<file path="src/lanka_regs.svh">
// Constants for the link keepalive supervisor
`ifndef LANKA_REGS_SVH
`define LANKA_REGS_SVH
`define LANKA_ENABLE_RST 1'h1
`define LANKA_TIMEOUT_MIN 9'h002
`define LANKA_TIMEOUT_MAX 9'h12C
`define LANKA_TIMEOUT_RST 9'h02D
`define LANKA_PROBES_MIN 4'h2
`define LANKA_PROBES_MAX 4'hA
`define LANKA_PROBES_RST 4'h2
`define LANKA_PROBE_WAIT_S 9'h001
`endif

</file>
<file path="src/lanka_pkg.sv">
// Types for the link keepalive supervisor
package lanka_pkg;
	typedef enum logic [1:0] {
		LANKA_IDLE = 2'h0,
		LANKA_PROBE = 2'h1,
		LANKA_WAIT = 2'h3,
		LANKA_FAIL = 2'h2
	} lanka_state_t;
endpackage

</file>
<file path="src/lanka_supervisor.sv">
// Link keepalive supervisor: idle timing, probing, fallback to local
// Notes on behaviour
// - Enable setting, on after reset
// - While enabled, check link at timeout intervals
// - Timeout seconds, 2 to 300, reset 45
// - Probing starts after idle exceeds timeout
// - Probe count times, 2 to 10, reset 2
// - Failed probes force local front-panel control
// - Enable, timeout, probe count read back
`timescale 1ns/1ps
`include "lanka_regs.svh"
module lanka_supervisor
	import lanka_pkg::*;
(
	input wire logic core_clk, // 125 MHz clock
	input wire logic rst, // Synchronous reset, active high
	input wire logic sec_tick, // One-cycle seconds tick, same domain
	input wire logic link_activity, // Valid traffic seen, pin level
	input wire logic probe_reply, // Probe answered, pin level
	input wire logic enable_wr, // Write strobe for enable
	input wire logic enable_wdata, // Enable value to write
	input wire logic timeout_wr, // Write strobe for timeout
	input wire logic [8:0] timeout_wdata, // Timeout seconds to write
	input wire logic probes_wr, // Write strobe for probe count
	input wire logic [3:0] probes_wdata, // Probe count to write
	input wire logic remote_active, // Remote control claimed by host
	output logic supervision_enable, // Present enable
	output logic [8:0] idle_timeout_seconds, // Present timeout
	output logic [3:0] probe_count, // Present probe count
	output logic probe_req, // One-cycle probe send pulse
	output logic go_local, // One-cycle fallback pulse
	output logic remote_mode, // High while in remote control
	output logic setting_error // Pulse on rejected write
);
	lanka_state_t state_reg, state_next;
	logic [8:0] idle_sec_reg;
	logic [3:0] sent_reg;
	logic [8:0] wait_sec_reg;
	logic act_s, reply_s, act_d_reg, reply_d_reg;
	logic act_pulse, reply_pulse, traffic;
	logic timeout_ok, probes_ok, idle_expired, wait_expired, probes_done;
	logic remote_reg;

	// Both pins cross into core_clk here; nothing reads them raw
	lanka_sync #(.W(2)) lanka_sync_inst (
		.core_clk(core_clk),
		.rst(rst),
		.d({link_activity, probe_reply}),
		.q({act_s, reply_s})
	);

	// Detectors reset low, the idle pin level, so no false event after reset
	assign act_pulse = act_s & ~act_d_reg;
	assign reply_pulse = reply_s & ~reply_d_reg;
	assign traffic = act_pulse | reply_pulse;
	assign timeout_ok = (timeout_wdata >= `LANKA_TIMEOUT_MIN)
		&& (timeout_wdata <= `LANKA_TIMEOUT_MAX);
	assign probes_ok = (probes_wdata >= `LANKA_PROBES_MIN)
		&& (probes_wdata <= `LANKA_PROBES_MAX);
	// Strictly longer than the timeout, so one tick past it
	assign idle_expired = sec_tick && (idle_sec_reg >= idle_timeout_seconds);
	assign wait_expired = sec_tick && (wait_sec_reg >= `LANKA_PROBE_WAIT_S);
	assign probes_done = (sent_reg >= probe_count);
	assign probe_req = (state_reg == LANKA_PROBE);
	assign go_local = (state_reg == LANKA_FAIL);
	assign remote_mode = remote_reg;

	// Out-of-range writes dropped and flagged, never clamped
	always_ff @(posedge core_clk) begin
		if (rst) begin
			supervision_enable <= `LANKA_ENABLE_RST;
			idle_timeout_seconds <= `LANKA_TIMEOUT_RST;
			probe_count <= `LANKA_PROBES_RST;
			setting_error <= 1'b0;
		end else begin
			setting_error <= (timeout_wr & ~timeout_ok) | (probes_wr & ~probes_ok);
			if (enable_wr) begin
				supervision_enable <= enable_wdata;
			end
			if (timeout_wr && timeout_ok) begin
				idle_timeout_seconds <= timeout_wdata;
			end
			if (probes_wr && probes_ok) begin
				probe_count <= probes_wdata;
			end
		end
	end

	// Disable overrides every state, so no probe leaves from the second cycle off on
	always_comb begin
		state_next = state_reg;
		case (state_reg)
			LANKA_IDLE: begin
				if (idle_expired && !traffic) begin
					state_next = LANKA_PROBE;
				end
			end
			LANKA_PROBE: begin
				state_next = traffic ? LANKA_IDLE : LANKA_WAIT;
			end
			LANKA_WAIT: begin
				if (traffic) begin
					state_next = LANKA_IDLE;
				end else if (wait_expired) begin
					state_next = probes_done ? LANKA_FAIL : LANKA_PROBE;
				end
			end
			LANKA_FAIL: begin
				state_next = LANKA_IDLE;
			end
			default: begin
				state_next = LANKA_IDLE;
			end
		endcase
		if (!supervision_enable) begin
			state_next = LANKA_IDLE;
		end
	end

	always_ff @(posedge core_clk) begin
		if (rst) begin
			state_reg <= LANKA_IDLE;
			act_d_reg <= 1'b0;
			reply_d_reg <= 1'b0;
		end else begin
			state_reg <= state_next;
			act_d_reg <= act_s;
			reply_d_reg <= reply_s;
		end
	end

	// Idle seconds count only in idle; traffic clears it
	always_ff @(posedge core_clk) begin
		if (rst || traffic || state_reg != LANKA_IDLE) begin
			idle_sec_reg <= 9'h000;
		end else if (sec_tick && idle_sec_reg != 9'h1FF) begin
			idle_sec_reg <= idle_sec_reg + 9'h001;
		end
	end

	// Probe wait counts ticks from the probe; a reply must land inside it
	always_ff @(posedge core_clk) begin
		if (rst || state_reg == LANKA_IDLE) begin
			sent_reg <= 4'h0;
			wait_sec_reg <= 9'h000;
		end else if (state_reg == LANKA_PROBE) begin
			sent_reg <= sent_reg + 4'h1;
			wait_sec_reg <= 9'h000;
		end else if (sec_tick) begin
			wait_sec_reg <= wait_sec_reg + 9'h001;
		end
	end

	// Remote claim sets remote_reg, held until fallback; fallback wins over a claim in the same cycle
	always_ff @(posedge core_clk) begin
		if (rst) begin
			remote_reg <= 1'b0;
		end else if (state_reg == LANKA_FAIL) begin
			remote_reg <= 1'b0;
		end else if (remote_active) begin
			remote_reg <= 1'b1;
		end
	end


	// Checks sample the same edge as the registers they guard
	reset_vals_a: assert property (@(posedge core_clk) $fell(rst) |->
		supervision_enable == `LANKA_ENABLE_RST
		&& idle_timeout_seconds == `LANKA_TIMEOUT_RST && probe_count == `LANKA_PROBES_RST)
		else $error("reset values wrong");
	timeout_range_a: assert property (@(posedge core_clk) disable iff (rst)
		idle_timeout_seconds >= `LANKA_TIMEOUT_MIN && idle_timeout_seconds <= `LANKA_TIMEOUT_MAX)
		else $error("timeout out of range");
	probe_range_a: assert property (@(posedge core_clk) disable iff (rst)
		probe_count >= `LANKA_PROBES_MIN && probe_count <= `LANKA_PROBES_MAX)
		else $error("probe count out of range");
	no_probe_off_a: assert property (@(posedge core_clk) disable iff (rst)
		!supervision_enable |=> !probe_req)
		else $error("probe while disabled");
	early_probe_a: assert property (@(posedge core_clk) disable iff (rst)
		$rose(probe_req) && $past(state_reg) == LANKA_IDLE |->
		$past(idle_sec_reg) >= idle_timeout_seconds)
		else $error("probe before timeout");
	idle_probe_a: assert property (@(posedge core_clk) disable iff (rst)
		supervision_enable && state_reg == LANKA_IDLE && idle_expired && !traffic |=> probe_req)
		else $error("no probe after timeout");
	probe_repeat_a: assert property (@(posedge core_clk) disable iff (rst)
		$rose(probe_req) && $past(state_reg) == LANKA_WAIT |->
		$past(sent_reg) < $past(probe_count))
		else $error("probe beyond count");
	fail_count_a: assert property (@(posedge core_clk) disable iff (rst)
		go_local |-> sent_reg == probe_count)
		else $error("fallback with wrong probe count");
	local_after_a: assert property (@(posedge core_clk) disable iff (rst)
		go_local |=> !remote_mode)
		else $error("remote kept after fallback");
	remote_claim_a: assert property (@(posedge core_clk) disable iff (rst)
		remote_active && !go_local |=> remote_mode)
		else $error("remote claim lost");
	traffic_clr_a: assert property (@(posedge core_clk) disable iff (rst)
		traffic && state_reg != LANKA_FAIL |=> state_reg == LANKA_IDLE && idle_sec_reg == 9'h000)
		else $error("traffic did not restart idle");
	write_ok_a: assert property (@(posedge core_clk) disable iff (rst)
		timeout_wr && timeout_ok |=> idle_timeout_seconds == $past(timeout_wdata))
		else $error("timeout write lost");
	enable_wr_a: assert property (@(posedge core_clk) disable iff (rst)
		enable_wr |=> supervision_enable == $past(enable_wdata))
		else $error("enable write lost");
	probes_wr_a: assert property (@(posedge core_clk) disable iff (rst)
		probes_wr && probes_ok |=> probe_count == $past(probes_wdata))
		else $error("probe count write lost");
	timeout_keep_a: assert property (@(posedge core_clk) disable iff (rst)
		timeout_wr && !timeout_ok |=> setting_error && $stable(idle_timeout_seconds))
		else $error("bad timeout taken");
	probes_keep_a: assert property (@(posedge core_clk) disable iff (rst)
		probes_wr && !probes_ok |=> setting_error && $stable(probe_count))
		else $error("bad probe count taken");

	probe_seen_c: cover property (@(posedge core_clk) disable iff (rst) probe_req);
	disabled_tick_c: cover property (@(posedge core_clk) disable iff (rst)
		!supervision_enable && sec_tick);
	fallback_c: cover property (@(posedge core_clk) disable iff (rst) go_local);
	recover_c: cover property (@(posedge core_clk) disable iff (rst)
		state_reg == LANKA_WAIT && traffic);
	bad_write_c: cover property (@(posedge core_clk) disable iff (rst) setting_error);
endmodule

</file>
<file path="src/lanka_sync.sv">
// Two-flop synchroniser for pin inputs
`timescale 1ns/1ps
module lanka_sync #(
	parameter int W = 1
) (
	input wire logic core_clk, // Clock
	input wire logic rst, // Synchronous reset
	input wire logic [W-1:0] d, // Asynchronous input
	output logic [W-1:0] q // Synchronised output
);
	logic [W-1:0] meta_reg;
	always_ff @(posedge core_clk) begin
		if (rst) begin
			meta_reg <= '0;
			q <= '0;
		end else begin
			meta_reg <= d;
			q <= meta_reg;
		end
	end
endmodule

</file>
<file path="config.mk">
export PLATFORM = sky130hd
export DESIGN_NAME = lanka_supervisor
export DESIGN_NICKNAME = d
export VERILOG_FILES = /design/src/lanka_pkg.sv /design/src/lanka_supervisor.sv /design/src/lanka_sync.sv
export VERILOG_INCLUDE_DIRS = /design/src /design/src/src
export SDC_FILE = /design/constraint.sdc
export NUM_CORES = 1
export LEC_CHECK = 0
export ABC_AREA = 1
export BUFFER_PORTS_ARGS = -buffer_cell sky130_fd_sc_hd__buf_2
export CAP_MARGIN = 40
export CORE_MARGIN = 3
export CORE_UTILIZATION = 45
export DETAILED_ROUTE_END_ITERATION = 6
export GPL_ROUTABILITY_DRIVEN = 0
export GPL_TIMING_DRIVEN = 0
export PLACE_DENSITY_LB_ADDON = 0.1
export SLEW_MARGIN = 5
export SYNTH_ARGS = -nofsm -noshare
export SYNTH_HDL_FRONTEND = slang
export SYNTH_SLANG_ARGS = --single-unit
</file>
<file path="constraint.sdc">
create_clock -name core_clk -period 2.8 [get_ports core_clk]
set_clock_uncertainty 0.2 [all_clocks]
set_input_delay 0.28 -clock core_clk [delete_from_list [all_inputs] [get_ports core_clk]]
set_output_delay 0.28 -clock core_clk [all_outputs]
set_load 0.03 [all_outputs]
</file>
# ---- Word-level counts from Yosys, hierarchy flattened
# Index checks and enable logic that the tools add are counted.
# Widths: inputs -> output; s select.
dict set report totals {
  regBits 46
  word_cells 64
}
dict set report classes {
  addsub 3
  eq_ne 6
  n_lt_le_gt_ge 7
  muxes 6
  reduce_logical 18
  bitwise_logic 11
}
# op count
set ops {}
lappend ops {{$add 9x1->9 const B} 2}
lappend ops {{$mux 2} 5}
lappend ops {{$ge 9x1->1 const B} 1}
lappend ops {{$ge 9x2->1 const B} 1}
lappend ops {{$ge 9x9->1} 1}
lappend ops {{$le 9x9->1 const B} 1}
lappend ops {{$ne 9x9->1 const B} 1}
lappend ops {{$logic_and 1x1->1} 8}
lappend ops {{$pmux 2 s4} 1}
lappend ops {{$reduce_or 2->1} 3}
lappend ops {{$not 1->1} 5}
lappend ops {{$add 4x1->4 const B} 1}
lappend ops {{$and 1x1->1} 4}
lappend ops {{$eq 2x2->1 const B} 2}
lappend ops {{$ge 4x2->1 const B} 1}
lappend ops {{$ge 4x4->1} 1}
lappend ops {{$le 4x4->1 const B} 1}
lappend ops {{$logic_or 1x1->1} 3}
lappend ops {{$ne 3x3->1 const B} 1}
lappend ops {{$eq 2x1->1 const B} 1}
lappend ops {{$logic_not 2->1} 1}
lappend ops {{$ne 2x2->1 const B} 1}
lappend ops {{$or 1x1->1} 2}
lappend ops {{$reduce_and 2->1} 1}
lappend ops {{2 further kinds} 2}

# ---- Longest topological paths before layout
dict set report depth {
  ltp_word 7
  mapped_depth 12
}

# ---- By module
# A second synthesis with hierarchy kept.
dict set report hier_totals {
  hier_cells 344
  hier_area_um2 2476.1
}
# mod cells_each seq_area_each_um2 area_each_um2 instances
set modules_own_cells {}
lappend modules_own_cells {lanka_supervisor 332 840.8 2366.0 1}
lappend modules_own_cells {lanka_sync 12 80.1 110.1 1}

# ---- Least setup slack after synthesis
# Ideal clock, no wire load.
dict set report synth_timing {
  kind {flip-flop to flip-flop}
  start {register idle_sec_reg[0]}
  end {register idle_sec_reg[1]}
  stages_incl_launch_ff 10
  slack_ns 1.015
  setup_time_ns 0.109
  t_arrival_ns 1.475
  required_time_ns 2.491
  cell_sequence {dfxtp_1 -> ha_1 -> nand3_1 -> nor4_1 -> ha_1 -> inv_1 -> nand2_4 -> mux2_2 -> nand2_1 -> inv_1}
}
dict set report synth_via {
  elab_chain_cells 2
}
# item line
set synth_rtl {}
lappend synth_rtl {{start, declared} lanka_supervisor.sv:36} ;# logic [8:0] idle_sec_reg;
lappend synth_rtl {{start signal, assigned} lanka_supervisor.sv:137} ;# idle_sec_reg <= idle_sec_reg + 9'h001;
lappend synth_rtl {{branches (longest 2 deep; another with $add 9x1->9)} n/a}
# Several ways; the timed one is not identified.
# A chain may end at the register's enable or synchronous reset.

# ---- Worst setup path in the final report
dict set report layout_timing {
  start {register idle_sec_reg[1]}
  end {register idle_sec_reg[1]}
}
# The elaborated chain is that of the path after synthesis.

==> metrics.md <==
| Metric | Value |
|---|---|
| Status | `finished, final reports clean` |
| Relative slew margins | `0.6250` |
| Flop-to-flop setup slack | `0.83 ns` |
| Largest family of logic cells by synthesized area | `simple AND/OR/NAND/NOR gates` |
| Starting Density | `0.4724` |
| Worst Tran Pin Value | `0.5567 ns` |
| Synthesized Nets | `387` |
| Top_reg_cell synth | `dfxtp_1` |
| Final period utilization | `0.7021` |
| Ys Warns | `0` |
| Psw | `0.0003576 W` |
| Chip height | `79.92 um` |
| Yosys reg bits | `46` |
| Worst slack at placement | `0.8218 ns` |
| Buf/Inv on CP | `2` |
| Switching Share | `0.2609` |
| Worst path required time | `2.80 ns` |
| DRC | `0` |
| IO Count | `41` |
| Clock transition at path regs | `0.09 ns` |
| Post-Synth XOR/XNOR Area | `0.01069` |
| DRT iter0 DRCs | `103` |
| Layout cells sized above 1 | `0.1633` |
| Detail Route Antenna Nets | `0` |
| # rows | `26` |
| Start point of the worst hold path | `remote_active` |
| Synth Area in Compound Gates | `0.09262` |
| Critical Path Fanout Max | `6` |
| Root buffer selected by CTS | `clkbuf_8` |
| Via density | `4.611` |
| Cell family with most CP delay | `simple AND/OR/NAND/NOR gates` |
| R2r worst-path depth | `9` |
| Worst-skew pair later-pin latency | `0.29 ns` |
| PortBufs | `40` |
| P_leak | `1.465 nW` |
| RSZ-0062 raised after global routing | `false` |
| Total CTS buffers | `5` |
| Fin worst setup slack | `0.8342 ns` |
| Max frequency | `508.7 MHz` |
| CP Launch Type | `flop` |
| Final hold vios | `0` |
| Mux cell area share after synthesis | `0.009160` |
| First-pass GRT wire length | `8376 um` |
| TNS Setup | `0 ns` |
| Largest net degree at the start of global routing | `15` |
| Post_cts resized | `0` |
| Synth async-reset ratio | `0` |
| DRT Pass-1 Iters | `6` |
| Post-synth top area cell | `dfxtp_1` |
| Internal | `0.001013 W` |
| Post-synthesis simple-gate area fraction | `0.2992` |
| Total core area | `5205 um^2` |
| Slowest CP cell | `dfxtp_1` |
| Gr usage total | `0.1624` |
| Sequential power share | `0.504` |
| CTS tree | `done` |
| Die Area | `6386 um^2` |
| Hold Path Stages | `3` |
| Setup CP Type | `flop to flop` |
| Vias | `2,158` |
| Reg-to-reg critical path endpoint | `idle_sec_reg[1]` |
| Cell variety after synth | `28` |
| Most common cell in the netlist | `inv_1` |
| Max-cap violations | `0` |
| Top cells by count, synth | `inv_1 (74), nand2_1 (66), dfxtp_1 (46), nor2_1 (38), a21oi_1 (22)` |
| Seq/Total Area, Yosys | `0.3746` |
| Clock share of power | `0.356` |
| Avg Cell Area, Syn | `7.106 um^2` |
| Hold Path End | `remote_mode` |
| Worst-path cell chain | `ha_1, nand3_1, nor4_1, ha_1, inv_1, nand2_4, mux2_2, nand2_1, inv_1` |
| Minimum clock period | `1.966 ns` |
| Post-synth EDFFs | `0` |
| Setup crit end kind | `flop` |
| Grt ovf | `0` |
| Antenna Cells | `0` |
| Cell Area, Synth | `2459 um^2` |
| Area growth syn-to-layout | `17.81%` |
| Slew Viols, Final | `0` |
| Routed length per instance | `9.831 um` |
| Critical path's largest stage delay | `0.39 ns` |
| Antenna violations before repair | `0` |
| Final net count | `438` |
| Hold Crit Class | `input port to flop` |
| Synth Area in Adders | `0.09160` |
| Total length of routed wires | `4601 um` |
| Clock Path Buffers | `2` |
| Comb pwr share | `0.140` |
| Ranking of synthesized cells by area | `dfxtp_1 (37%), inv_1 (11%), nand2_1 (10%)` |
| Final Setup Violations | `0` |
| DP HPWL | `3707 um` |
| Die X | `79.92 um` |
| Max H-tree Level | `2` |
| Vias in the first global route | `1,959` |
| Pwr Density | `473.1 nW/um^2` |
| Peak supply drop | `270.5 uV` |
| Worst reg2reg startpoint | `idle_sec_reg[1]` |
| Post-synth top area share | `0.3746` |
| TritonCTS Sinks | `46` |
| Post-Synthesis Cells | `346` |
| Arrival time at the worst endpoint | `1.97 ns` |
## area by class of cell
| class | count | area, um^2 |
|---|---|---|
| multi-input cells | 221 | 1237 |
| repair buffers | 44 | 240.2 |
| inverters | 74 | 277.8 |
| flip-flops and latches | 46 | 920.9 |
| well taps | 70 | 87.58 |
| fillers | 524 | 2308 |
| plain buffers | 5 | 22.52 |
| clock inverters | 2 | 37.54 |
| clock buffers | 6 | 72.57 |
## cell usage in the layout, fill, tap and decap left out, types with 3 or more instances in the layout
cell and instances:
clkbuf_8 5, o21ai_0 17, nor3_2 3, dlygate4sd3_1 4, clkbuf_1 3, nand4_1 11
nor2_1 38, a21oi_1 22, inv_1 74, nand2_1 66, nand3_2 3, buf_2 43
nor3b_1 4, ha_1 18, nand3_1 15, nor4_1 4, dfxtp_1 46
## worst max path at each step
stage          slack (ns)            start               to  depth (start not counted)
6_report             0.83  idle_sec_reg[1]  idle_sec_reg[1]                          9
5_1_grt              0.68  idle_sec_reg[0]  idle_sec_reg[6]                         11
4_1_cts              0.81  idle_sec_reg[1]  idle_sec_reg[1]                          9
3_5_place_dp         0.82  idle_sec_reg[1]  idle_sec_reg[1]                          9
3_3_place_gp         0.85  idle_sec_reg[1]  idle_sec_reg[1]                          9
2_1_floorplan        1.02  idle_sec_reg[0]  idle_sec_reg[1]                          9
## stage by stage
| step | std cells | power [W] | util | hold WS, ns | instance area (um^2) |
|---|---|---|---|---|---|
| global placement | 456 | 0.0008921 | 0.5276 | 0.1926 | 2746 |
| CTS | 468 | 0.001391 | 0.5565 | 0.01491 | 2897 |
| detailed placement | 456 | 0.0008964 | 0.5276 | 0.1936 | 2746 |
| floorplan | 346 | 0.0008348 | - | 0.1804 | 2459 |
| global route | 468 | 0.001452 | 0.5565 | 0.02328 | 2897 |
| finish | 468 | 0.001370 | 0.5565 | 0.02228 | 2897 |
## layer usage
layer	vias to the layer above	routed length, um	part of all wire	GRT usage
li1	1194	-	-	-
met1	929	2297	0.50	0.2211
met2	30	2080	0.45	0.2566
met3	5	173	0.038	0.03950
met4	0	51	0.011	0.04054
met5	-	0	0	0
## worst min-delay path, stage by stage
cell and delay, ns:
buf_2 0.07, o21ai_0 0.06, nor2_1 0.07
## power by group through the flow
| stage | clock network, W | logic, W | registers (W) |
|---|---|---|---|
| after CTS | 0.000505 | 0.000195 | 0.000692 |
| after global placement | 0 | 0.000185 | 0.000707 |
| final | 0.000487 | 0.000192 | 0.000691 |
| after global routing | 0.000537 | 0.000220 | 0.000695 |
| after detailed placement | 0 | 0.000189 | 0.000707 |
| after floorplan | 0 | 0.0000945 | 0.000740 |
## cells by family after synthesis
family,Yosys count
multiplexers,2
AND/OR/NAND/NOR,154
flip-flops,46
XOR/XNOR,3
adder cells (fa/ha/maj),18
AO/OA/AOI/OAI,44
buffers and inverters,79
## what timing repair did
item,4_1_cts,5_1_grt
endpoints found under the hold margin,3,0
hold buffers,4,0
buffers inserted,0,0
(Power assumes the default switching activity.)
